===== src/verilog/irq_defines.vh =====
// Offsets, field positions and reset values of the prioritized interrupt controller
`ifndef IRQ_DEFINES_VH
`define IRQ_DEFINES_VH
`define OFS_MAIN 8'h00
`define OFS_EDGE 8'h04
`define OFS_EXTP 8'h08
`define OFS_CTRL 8'h0c
`define OFS_PORT 8'h10
`define OFS_STAT 8'h14
`define RST_MAIN 8'h00
`define RST_EDGE 8'hf5
`define RST_EXTP 8'hc0
`define MASK_EDGE 8'hf5
`define MASK_EXTP 8'hdb
`define B_GIEH 7
`define B_GIEL 6
`define B_T0E 5
`define B_I0E 4
`define B_PCE 3
`define B_T0F 2
`define B_I0F 1
`define B_PCF 0
`define B_PUDIS 7
`define B_EDG0 6
`define B_EDG1 5
`define B_EDG2 4
`define B_T0P 2
`define B_PCP 0
`define B_I2P 7
`define B_I1P 6
`define B_I2E 4
`define B_I1E 3
`define B_I2F 1
`define B_I1F 0
`define B_PRION 0
`define VEC_HIGH 16'h0008
`define VEC_LOW 16'h0018
`define RESP_OKAY 2'b00
`define RESP_DECERR 2'b11
`endif


===== src/verilog/prioritized_interrupt_control.v =====
// Two-level prioritized interrupt controller with AXI4-Lite register access
// Function
// RULE1: Taking an interrupt clears the global enable that allowed it.
// RULE2: With priorities on, an enabled high request preempts a low service routine.
// RULE3: Low requests stay pending while a high service routine runs.
// RULE4: On taking, push return address and load PC with 0008h or 0018h.
// RULE5: Return-from-service sets the single, high or low global enable again.
// RULE6: Pin and port-change events vector within three to four cycles; here vector_load rises five clocks after the pin changes.
// RULE7: Flags set on their condition regardless of any enable.
// RULE8: Main bit 7 is the global enable, or high enable with priorities.
// RULE9: Main bit 6 is the peripheral enable, or low enable with priorities.
// RULE10: Without priorities peripherals also need the peripheral enable.
// RULE11: Priority bits matter only when the priority feature is on.
// RULE12: Main register holds timer, pin 0, port-change enables and flags.
// RULE13: Port-change flag keeps setting while mismatch lasts; a port read ends it.
// RULE14: Port-change interrupt needs the changing pin's own change enable.
// RULE15: Edge-select bits 6,5,4 pick rising (1) or falling (0) edge.
// RULE16: Priority bits for timer, port change, pin 2 and pin 1; 1 is high.
// RULE17: Third register holds pin 2 and pin 1 enables and flags.
// RULE18: Unimplemented bits of second and third registers read as zero.
// RULE19: Bit 7 of second register disables all port-B pull-ups when set.
// RULE20: Software clears serviced flags before enabling interrupts again.
// RULE21: Software avoids memory-to-memory moves on control registers while enabled.
// RULE22: External pin 0 is always high priority.
// RULE23: With the priority feature off every interrupt vectors to 0008h.
// RULE24: Setting the priority enable bit turns on two-level priority.
// RULE25: High and low pending together vector to the high address first.
//
// Added by the designer: the AXI4-Lite register port and the register offsets.
`timescale 1ns/10ps
`include "irq_defines.vh"

module prioritized_interrupt_control (
  input wire aclk,
  input wire aresetn,
  input wire [7:0] s_axi_awaddr,
  input wire s_axi_awvalid,
  output wire s_axi_awready,
  input wire [31:0] s_axi_wdata,
  input wire [3:0] s_axi_wstrb,
  input wire s_axi_wvalid,
  output wire s_axi_wready,
  output reg [1:0] s_axi_bresp,
  output reg s_axi_bvalid,
  input wire s_axi_bready,
  input wire [7:0] s_axi_araddr,
  input wire s_axi_arvalid,
  output wire s_axi_arready,
  output reg [31:0] s_axi_rdata,
  output reg [1:0] s_axi_rresp,
  output reg s_axi_rvalid,
  input wire s_axi_rready,
  input wire ext_pin_zero,
  input wire ext_pin_one,
  input wire ext_pin_two,
  input wire [7:0] port_pins,
  input wire timer_zero_overflow,
  input wire [7:0] periph_pending,
  input wire [7:0] periph_prio,
  input wire return_from_service_instr,
  input wire [7:0] port_b_pin_pullup_enable,
  input wire [7:0] port_b_dir_input,
  output reg [7:0] port_b_pullup_on,
  output reg vector_load,
  output reg push_return,
  output reg [15:0] vector_addr
);

////////////////////////////////////////////////////////////////////////////////
// Pin synchronisers: change counts once stages two and three agree

reg [10:0] sync1_q;
reg [10:0] sync2_q;
reg [10:0] sync3_q;
reg [10:0] filt_q;
wire [10:0] agree = ~(sync2_q ^ sync3_q);
wire [10:0] filt_d = (agree & sync3_q) | (~agree & filt_q);

always @(posedge aclk) begin
  if (!aresetn) begin
    sync1_q <= 11'h000;
    sync2_q <= 11'h000;
    sync3_q <= 11'h000;
  end else begin
    sync1_q <= {port_pins, ext_pin_two, ext_pin_one, ext_pin_zero};
    sync2_q <= sync1_q;
    sync3_q <= sync2_q;
  end
end

// Filtered level moves only when two stages agree, so a one-cycle glitch never counts
always @(posedge aclk) begin
  if (!aresetn) begin
    filt_q <= 11'h000;
  end else begin
    filt_q <= filt_d;
  end
end

////////////////////////////////////////////////////////////////////////////////
// Registers

reg [7:0] main_q;
reg [7:0] edge_q;
reg [7:0] extp_q;
reg prio_on_q;
reg [7:0] pin_chg_en_q;
reg [7:0] port_seen_q;
reg in_high_q;
reg in_low_q;

wire pudis = edge_q[`B_PUDIS];
wire pri = prio_on_q;

// Edge detect honours the selected polarity
function edge_hit;
  input old_v;
  input new_v;
  input rising;
  begin
    edge_hit = rising ? (~old_v & new_v) : (old_v & ~new_v);
  end
endfunction

wire hit0 = edge_hit(filt_q[0], filt_d[0], edge_q[`B_EDG0]); // [RULE15]
wire hit1 = edge_hit(filt_q[1], filt_d[1], edge_q[`B_EDG1]); // [RULE15]
wire hit2 = edge_hit(filt_q[2], filt_d[2], edge_q[`B_EDG2]); // [RULE15]
// Mismatch persists until the port is read, so the flag keeps re-setting
wire mismatch = |((filt_d[10:3] ^ port_seen_q) & pin_chg_en_q); // [RULE13] [RULE14]

////////////////////////////////////////////////////////////////////////////////
// Request and vector selection

wire t0_act = main_q[`B_T0E] & main_q[`B_T0F];
wire i0_act = main_q[`B_I0E] & main_q[`B_I0F];
wire pc_act = main_q[`B_PCE] & main_q[`B_PCF];
wire i1_act = extp_q[`B_I1E] & extp_q[`B_I1F];
wire i2_act = extp_q[`B_I2E] & extp_q[`B_I2F];
wire per_any = |periph_pending;

// Pin 0 has no priority bit and always counts as high
reg hi_pend;
reg lo_pend;
always @* begin
  hi_pend = i0_act; // [RULE22]
  lo_pend = 1'b0;
  if (edge_q[`B_T0P]) hi_pend = hi_pend | t0_act; // [RULE16]
  else lo_pend = lo_pend | t0_act; // [RULE16]
  if (edge_q[`B_PCP]) hi_pend = hi_pend | pc_act; // [RULE16]
  else lo_pend = lo_pend | pc_act; // [RULE16]
  if (extp_q[`B_I1P]) hi_pend = hi_pend | i1_act; // [RULE16]
  else lo_pend = lo_pend | i1_act; // [RULE16]
  if (extp_q[`B_I2P]) hi_pend = hi_pend | i2_act; // [RULE16]
  else lo_pend = lo_pend | i2_act; // [RULE16]
  // The class is only looked at when the priority feature is on
  hi_pend = hi_pend | (|(periph_pending & periph_prio)); // [RULE11]
  lo_pend = lo_pend | (|(periph_pending & ~periph_prio)); // [RULE11]
end
wire core_any = t0_act | i0_act | pc_act | i1_act | i2_act;

wire gieh = main_q[`B_GIEH];
wire giel = main_q[`B_GIEL];
wire req_compat = ~pri & gieh & (core_any | (giel & per_any)); // [RULE8] [RULE9] [RULE10]
// High needs only its own enable, so it preempts a running low routine
wire req_hi = pri & gieh & hi_pend; // [RULE2] [RULE8]
wire req_lo = pri & gieh & giel & lo_pend & ~in_high_q; // [RULE3] [RULE9]
reg take;
reg take_lo;
always @* begin
  take = 1'b0;
  take_lo = 1'b0;
  // No take in the cycle after a take, so each event loads one vector
  if (!vector_load) begin
    if (req_compat) take = 1'b1;
    else if (req_hi) take = 1'b1; // [RULE2]
    else if (req_lo) begin
      take = 1'b1;
      take_lo = 1'b1; // [RULE25]
    end
  end
end

////////////////////////////////////////////////////////////////////////////////
// AXI4-Lite slave: write waits for address and data together

wire wr_go = s_axi_awvalid & s_axi_wvalid & ~s_axi_bvalid;
assign s_axi_awready = wr_go;
assign s_axi_wready = wr_go;
assign s_axi_arready = ~s_axi_rvalid;
wire rd_go = s_axi_arvalid & ~s_axi_rvalid;
wire wb0 = wr_go & s_axi_wstrb[0];
wire wb1 = wr_go & s_axi_wstrb[1];
wire [7:0] wd = s_axi_wdata[7:0];
wire wr_main = wb0 & (s_axi_awaddr == `OFS_MAIN);
wire wr_edge = wb0 & (s_axi_awaddr == `OFS_EDGE);
wire wr_extp = wb0 & (s_axi_awaddr == `OFS_EXTP);
wire wr_ctl0 = wb0 & (s_axi_awaddr == `OFS_CTRL);
wire wr_ctl1 = wb1 & (s_axi_awaddr == `OFS_CTRL);
wire rd_port = rd_go & (s_axi_araddr == `OFS_PORT);

function mapped;
  input [7:0] a;
  begin
    mapped = (a == `OFS_MAIN) | (a == `OFS_EDGE) | (a == `OFS_EXTP) |
      (a == `OFS_CTRL) | (a == `OFS_PORT) | (a == `OFS_STAT);
  end
endfunction

wire t0_ovf_set = timer_zero_overflow;

// Hardware set wins over a software clear of the same flag
reg [7:0] main_d;
always @* begin
  main_d = wr_main ? wd : main_q;
  if (t0_ovf_set) main_d[`B_T0F] = 1'b1; // [RULE7]
  if (hit0) main_d[`B_I0F] = 1'b1; // [RULE7]
  if (mismatch) main_d[`B_PCF] = 1'b1; // [RULE7] [RULE13]
  if (return_from_service_instr) begin
    if (!pri || in_high_q || !in_low_q) main_d[`B_GIEH] = 1'b1; // [RULE5]
    else main_d[`B_GIEL] = 1'b1; // [RULE5]
  end
  if (take) begin
    if (take_lo) main_d[`B_GIEL] = 1'b0; // [RULE1]
    else main_d[`B_GIEH] = 1'b0; // [RULE1]
  end
end

reg [7:0] extp_d;
always @* begin
  extp_d = wr_extp ? (wd & `MASK_EXTP) : extp_q; // [RULE17] [RULE18]
  if (hit1) extp_d[`B_I1F] = 1'b1; // [RULE7]
  if (hit2) extp_d[`B_I2F] = 1'b1; // [RULE7]
end

always @(posedge aclk) begin
  if (!aresetn) begin
    main_q <= `RST_MAIN;
  end else begin
    main_q <= main_d; // [RULE12]
  end
end

always @(posedge aclk) begin
  if (!aresetn) begin
    extp_q <= `RST_EXTP;
  end else begin
    extp_q <= extp_d;
  end
end

always @(posedge aclk) begin
  if (!aresetn) begin
    edge_q <= `RST_EDGE;
  end else if (wr_edge) begin
    edge_q <= wd & `MASK_EDGE; // [RULE18]
  end
end

always @(posedge aclk) begin
  if (!aresetn) begin
    prio_on_q <= 1'b0;
  end else if (wr_ctl0) begin
    prio_on_q <= wd[`B_PRION]; // [RULE24]
  end
end

always @(posedge aclk) begin
  if (!aresetn) begin
    pin_chg_en_q <= 8'h00;
  end else if (wr_ctl1) begin
    pin_chg_en_q <= s_axi_wdata[15:8]; // [RULE14]
  end
end

// Snapshot taken on a port read is what ends a standing mismatch
always @(posedge aclk) begin
  if (!aresetn) begin
    port_seen_q <= 8'h00;
  end else if (rd_port) begin
    port_seen_q <= filt_q[10:3]; // [RULE13]
  end
end

////////////////////////////////////////////////////////////////////////////////
// Vectoring and service tracking

always @(posedge aclk) begin
  if (!aresetn) begin
    vector_load <= 1'b0;
    push_return <= 1'b0;
    vector_addr <= 16'h0000;
  end else begin
    vector_load <= take; // [RULE6]
    push_return <= take; // [RULE4]
    if (take) begin
      vector_addr <= take_lo ? `VEC_LOW : `VEC_HIGH; // [RULE4] [RULE23]
    end
  end
end

// Service levels are dropped outright while priorities are off
always @(posedge aclk) begin
  if (!aresetn) begin
    in_high_q <= 1'b0;
    in_low_q <= 1'b0;
  end else if (!pri) begin
    in_high_q <= 1'b0;
    in_low_q <= 1'b0;
  end else if (take) begin
    if (take_lo) in_low_q <= 1'b1;
    else in_high_q <= 1'b1;
  end else if (return_from_service_instr) begin
    if (in_high_q) in_high_q <= 1'b0; // [RULE5]
    else in_low_q <= 1'b0; // [RULE5]
  end
end

////////////////////////////////////////////////////////////////////////////////
// Pull-ups and bus answers

always @(posedge aclk) begin
  if (!aresetn) begin
    port_b_pullup_on <= 8'h00;
  end else begin
    port_b_pullup_on <= pudis ? 8'h00 : (port_b_pin_pullup_enable & port_b_dir_input); // [RULE19]
  end
end

reg [31:0] rd_mux;
always @* begin
  rd_mux = 32'h0000_0000;
  case (s_axi_araddr)
    `OFS_MAIN: rd_mux = {24'h000000, main_q};
    `OFS_EDGE: rd_mux = {24'h000000, edge_q}; // [RULE18]
    `OFS_EXTP: rd_mux = {24'h000000, extp_q}; // [RULE18]
    `OFS_CTRL: rd_mux = {16'h0000, pin_chg_en_q, 7'h00, prio_on_q};
    `OFS_PORT: rd_mux = {24'h000000, filt_q[10:3]};
    `OFS_STAT: rd_mux = {vector_addr, 14'h0000, in_low_q, in_high_q};
    default: rd_mux = 32'h0000_0000;
  endcase
end

always @(posedge aclk) begin
  if (!aresetn) begin
    s_axi_bvalid <= 1'b0;
    s_axi_bresp <= `RESP_OKAY;
  end else if (wr_go) begin
    s_axi_bvalid <= 1'b1;
    s_axi_bresp <= mapped(s_axi_awaddr) ? `RESP_OKAY : `RESP_DECERR;
  end else if (s_axi_bready) begin
    s_axi_bvalid <= 1'b0;
  end
end

always @(posedge aclk) begin
  if (!aresetn) begin
    s_axi_rvalid <= 1'b0;
    s_axi_rresp <= `RESP_OKAY;
  end else if (rd_go) begin
    s_axi_rvalid <= 1'b1;
    s_axi_rresp <= mapped(s_axi_araddr) ? `RESP_OKAY : `RESP_DECERR;
  end else if (s_axi_rready) begin
    s_axi_rvalid <= 1'b0;
  end
end

// Read data is captured once and then stands until rready
always @(posedge aclk) begin
  if (!aresetn) begin
    s_axi_rdata <= 32'h0000_0000;
  end else if (rd_go) begin
    s_axi_rdata <= rd_mux;
  end
end

endmodule // prioritized_interrupt_control


===== config.mk =====
export PLATFORM = sky130hd
export DESIGN_NAME = prioritized_interrupt_control
export DESIGN_NICKNAME = d
export VERILOG_FILES = /design/src/verilog/prioritized_interrupt_control.v
export VERILOG_INCLUDE_DIRS = /design/src /design/src/verilog
export SDC_FILE = /design/constraint.sdc
export NUM_CORES = 1
export LEC_CHECK = 0
export BUFFER_PORTS_ARGS = -buffer_cell sky130_fd_sc_hd__buf_2
export CAP_MARGIN = 0
export CORE_ASPECT_RATIO = 1.1
export CORE_MARGIN = 5
export CORE_UTILIZATION = 50
export DETAILED_ROUTE_END_ITERATION = 7
export PLACE_DENSITY = 0.87
export SLEW_MARGIN = 20
export SYNTH_ARGS = -nofsm -noshare
export SYNTH_HDL_FRONTEND = slang
export SYNTH_SLANG_ARGS = --single-unit

===== constraint.sdc =====
create_clock -name aclk -period 2.38 [get_ports aclk]
set_input_delay 0.238 -clock aclk [delete_from_list [all_inputs] [get_ports aclk]]
set_output_delay 0.238 -clock aclk [all_outputs]
set_load 0.03 [all_outputs]

# Word-level counts from Yosys, hierarchy flattened
# Index checks and enable logic that the tools add are counted.
# word_totals
regBits	146
input_bits	104
output_inout_bits	67
# classes
eq_ne	13
n_mux	46
n_bitwise	76
reduce_logical	22
# op_table
operator	count
$pmux W32 S6	1
$mux W1	38
$and A8 B8 Y8	4
$eq A8 B4 Y1 const B	4
$eq A8 B5 Y1 const B	4
$reduce_or A8 Y1	4
$and A1 B1 Y1	30
$or A1 B1 Y1	23
$and A11 B11 Y11	2
$not A11 Y11	2
$eq A8 B3 Y1 const B	2
$logic_not A8 Y1	2
$reduce_bool A2 Y1	8
$not A1 Y1	11
$or A11 B11 Y11	1
$xor A11 B11 Y11	1
$mux W2	5
$mux W8	1
$not A8 Y8	1
$xor A8 B8 Y8	1
$mux W5	1
$ne A2 B1 Y1 const B	2
$reduce_and A2 Y1	2
$reduce_and A3 Y1	1
other kinds (4)	6

# Depth between registers and ports, before layout
# logic_depth
word_depth	17
mapped_depth	7
depth_no_buf	5

# Least setup slack after synthesis
# Ideal clock, no wire load.
# synth_timing
path_type	in2reg
from	input s_axi_awaddr[1]
to	register main_q[0]
t_arrival_ns	1.857
slack_ns	0.409
path_stages	4
path_buffers	0
path_cell_list	or4_4 > nor4_4 > mux2_2 > o21a_1
# synth_between
elab_chain_cells	3
# synth_rtl
item	line	rtl
start, declared	prioritized_interrupt_control.v:36	input wire [7:0] s_axi_awaddr,
$logic_not A8 Y1 (no source line)	--	
$and A1 B1 Y1	prioritized_interrupt_control.v:194	wire wr_main = wb0 & (s_axi_awaddr == `OFS_MAIN);
$reduce_bool A2 Y1 (no source line)	--	
end signal, assigned	prioritized_interrupt_control.v:237	main_q <= `RST_MAIN;
end signal, assigned	prioritized_interrupt_control.v:239	main_q <= main_d;
end, declared	prioritized_interrupt_control.v:103	reg [7:0] main_q;
# Every way passes these cells.
# A chain may end at the register's enable or synchronous reset.

# Worst setup path after layout
# layout_timing
from	register s_axi_bvalid
to	register main_q[6]
# layout_between
elab_chain_cells	9
# layout_rtl
item	line	rtl
start, declared	prioritized_interrupt_control.v:44	output reg s_axi_bvalid,
start signal, assigned	prioritized_interrupt_control.v:345	s_axi_bvalid <= 1'b0;
start signal, assigned	prioritized_interrupt_control.v:348	s_axi_bvalid <= 1'b1;
start signal, assigned	prioritized_interrupt_control.v:351	s_axi_bvalid <= 1'b0;
$not A1 Y1 (*)	prioritized_interrupt_control.v:186	wire wr_go = s_axi_awvalid & s_axi_wvalid & ~s_axi_bvalid;
$and A1 B1 Y1 (*)	prioritized_interrupt_control.v:186	
$and A1 B1 Y1 (*)	prioritized_interrupt_control.v:191	wire wb0 = wr_go & s_axi_wstrb[0];
$and A1 B1 Y1 (*)	prioritized_interrupt_control.v:194	
$mux W8 (*)	prioritized_interrupt_control.v:214	main_d = wr_main ? wd : main_q;
$mux W1	prioritized_interrupt_control.v:219	if (!pri || in_high_q || !in_low_q) main_d[`B_GIEH] = 1'b1;
$mux W2 (*)	prioritized_interrupt_control.v:218	if (return_from_service_instr) begin
$mux W1	prioritized_interrupt_control.v:223	if (take_lo) main_d[`B_GIEL] = 1'b0;
$mux W2 (*)	prioritized_interrupt_control.v:222	if (take) begin
# Every way passes the cells marked *; elsewhere a longest branch is shown, timed or not. The select of a mux whose other input is x is not followed.

==> impl_metrics.tcl <==
set metrics [dict create \
    synth_edf_count 0 \
    avgViaCountPerCell 5.524 \
    clk_pin_slew_ns 0.06 \
    postSynthAreaPerCell_sq_um 9.719 \
    cts_root_buf "clkbuf_8" \
    synth_flop_cell "dfxtp_1" \
    ir_drop_mv 0.4732 \
    min_path_type "input port to flip-flop" \
    fin_nets 774 \
    fmax_mhz 532.5 \
    multiInputGateArea_sq_mm 0.002291 \
    dr.pass1.iters 5 \
    postCtsSetupRepairBufs 0 \
    crit_buf_inv 0 \
    layout_commonest_cell "buf_2" \
    synth_area_leader_cell "dfxtp_1" \
    antenna_found_initial 0 \
    setup_tns_ns 0 \
    required_ns 2.79 \
    numCtsBuffers 17 \
    yosys_warnings 0 \
    final.period_utilization_pct 78.91 \
    cp-start-kind "flip-flop" \
    hpwlAfterDp_mm 8.902 \
    num_rows 37 \
    die_area_sq_mm 0.01186 \
    hold_violations 0 \
    power_frac_comb_pct 7.2 \
    wl_mm 13.72 \
    worstPathCellList "nand3b_1 -> nor4_4 -> mux2i_1 -> o21ai_0 -> and3_1" \
    switchingPower_w 0.001129 \
    synthCells 503 \
    area_growth_pct 33.81 \
    p_int_w 0.003856 \
    gr-usage-all-layers_pct 22.82 \
    port_buffers 124 \
    grt_pass1_wl_mm 21.72 \
    gp_congestion 0.8879 \
    drive_above_1_share_pct 25.62 \
    grt_max_degree 41 \
    fp.coreArea_sq_mm 0.009444 \
    cp_max_fo 6 \
    clkPwrFrac_pct 52.9 \
    worstSetupEndpointType "flip-flop" \
    yosysTopAreaCellShare_pct 47.50 \
    register_area_sq_mm 0.002322 \
    drt_iter0_drc 334 \
    worst_pin_slew_ns 0.6136 \
    n_fill_cell 660 \
    cts_tree "yes" \
    maxCapViolCount 0 \
    rsz0062_at_grt "no" \
    clock_skew_ns 0.005944 \
    overflow 0 \
    die_y_um 113.7 \
    synth_area_leaders "dfxtp_1, mux2i_1, and2_1, buf_4, a22oi_1" \
    clkSinkCount 116 \
    slew_viol_final 0 \
    final_cell_mix "buf_2, dfxtp_1, mux2i_1, dlygate4sd3_1, and2_1" \
    arrival_ns 2.29 \
    netSwitchingFraction_pct 22.65 \
    synth_seq_area_share_pct 47.50 \
    path_delay_family "simple AND/OR/NAND/NOR gates" \
    max_slew_margin_pct 58.98 \
    crit_type "flip-flop to flip-flop" \
    async_reset_ff_share_pct 0 \
    critPathMaxStageDelay_ns 0.57 \
    final_antenna_net_count 0 \
    die_x_um 104.3 \
    initial_utilization_pct 51.76 \
    cts_max_path_buffers 2 \
    final_util_pct 69.26 \
    ys_ff_latch 116 \
    remaining_drc_errors 0 \
    wl_per_cell_um 17.15 \
    pwr-share-seq_pct 40.0 \
    htreeDepth 4 \
    power.density_mw_per_mm2 762.1 \
    synth.distinct_cells 55 \
    via_count 4419 \
    synth_area_sq_mm 0.004888 \
    diodes 0 \
    grt_pass1_vias 4339 \
    insertion_delay_ns 0.52 \
    period_needed_ns 1.878 \
    outcome "finished clean" \
    ioPinCount 171 \
    p_leak_nw 2.938 \
    finalSetupViolations 0 \
    cpMaxStageDelayCell "nor4_4" \
]
synthesized netlist by cell type (4+ instances only):
| cell | n |
|---|---|
| mux2i_1 | 43 |
| and2_1 | 41 |
| nor2_1 | 38 |
| nand2_1 | 29 |
| o21ai_0 | 14 |
| a31oi_1 | 6 |
| clkbuf_1 | 15 |
| nor2b_1 | 4 |
| a21oi_1 | 13 |
| nand3_1 | 16 |
| maj3_1 | 8 |
| nand2b_1 | 9 |
| nand4_1 | 4 |
| buf_1 | 4 |
| and3_1 | 13 |
| a22oi_1 | 20 |
| inv_1 | 16 |
| xor2_1 | 8 |
| dfxtp_1 | 116 |
| buf_4 | 32 |
| nand3b_1 | 5 |
registers in the layout, summed over array words and instances (netlist names), 11 cells and up:
register / count
s_axi_rdata: 18
filt_q: 11
sync1_q: 11
sync3_q: 11
sync2_q: 11
area by class of cell:
type	count	share of cell area, %
Inverter	16	0.9181
Timing Repair Buffer	173	16.72
Multi-Input combinational cell	346	35.02
Tap cell	117	2.238
Sequential cell	116	35.50
Clock buffer	22	7.383
Clock inverter	10	2.219
power groups by stage:
| stage | sequential, W | clock [W] | combinational [W] |
|---|---|---|---|
| after floorplan | 0.00204 | 0 | 0.000218 |
| after global placement | 0.00203 | 0 | 0.000296 |
| after detailed placement | 0.00203 | 0 | 0.000305 |
| after CTS | 0.00199 | 0.00266 | 0.000350 |
| after global routing | 0.00200 | 0.00275 | 0.000383 |
| final | 0.00199 | 0.00264 | 0.000357 |
cell families (layout without fill, tap and decap cells):
kind of cell	count (synthesis)	after routing	synth area share, %
simple gates	181	181	21.53
mux	45	45	9.496
buf+inv	68	221	7.704
other cells	1	28	0.07671
fa+ha+maj	8	8	1.638
xor+xnor	8	8	1.433
flops	116	116	47.50
compound gates	76	76	10.62
metrics by stage:
| stage | hold slack, ns | setup slack, ns | power (W) | cell area [sq um] | cells |
|---|---|---|---|---|---|
| finish | 0.005135 | 0.5020 | 0.004985 | 6541 | 800 |
| floorplan | 0.3653 | 0.4087 | 0.002256 | 4990 | 530 |
| detailed placement | 0.4169 | 0.2514 | 0.002338 | 5493 | 726 |
| global placement | 0.4150 | 0.2703 | 0.002327 | 5493 | 726 |
| CTS | 0.0004350 | 0.5153 | 0.005004 | 6541 | 800 |
| global route | 0.01814 | 0.4654 | 0.005128 | 6541 | 800 |
path summary, 6_finish.rpt:
kind,from,endpoint,slack (ns),cells past startpoint
worst max-delay path,s_axi_bvalid,main_q[6],0.50,5
worst min-delay path,s_axi_wdata[11],pin_chg_en_q[3],0.005,3
worst max register to register,s_axi_bvalid,main_q[6],0.50,5
worst min register to register,sync1_q[10],sync2_q[10],0.43,1
worst register-to-register path, delay by kind of cell (launching register included):
kind / cells / cell delay, ns
AND/OR/NAND/NOR: 3 / 1.04
flip-flops: 1 / 0.33
multiplexers: 1 / 0.29
AO/OA/AOI/OAI: 1 / 0.11
per-layer routing:
metal	global-route usage, %	up-vias	routed length, um
li1	-	2055	-
met1	25.29	2059	5189
met2	38.53	254	6763
met3	7.753	51	1213
met4	12.35	0	553
met5	0	-	0
timing repair:
item                      4_1_cts  5_1_grt
hold buffers                   42        0
hold endpoints to repair       38        0
resized for setup               0        0
Power figures use the tool's default switching activity.
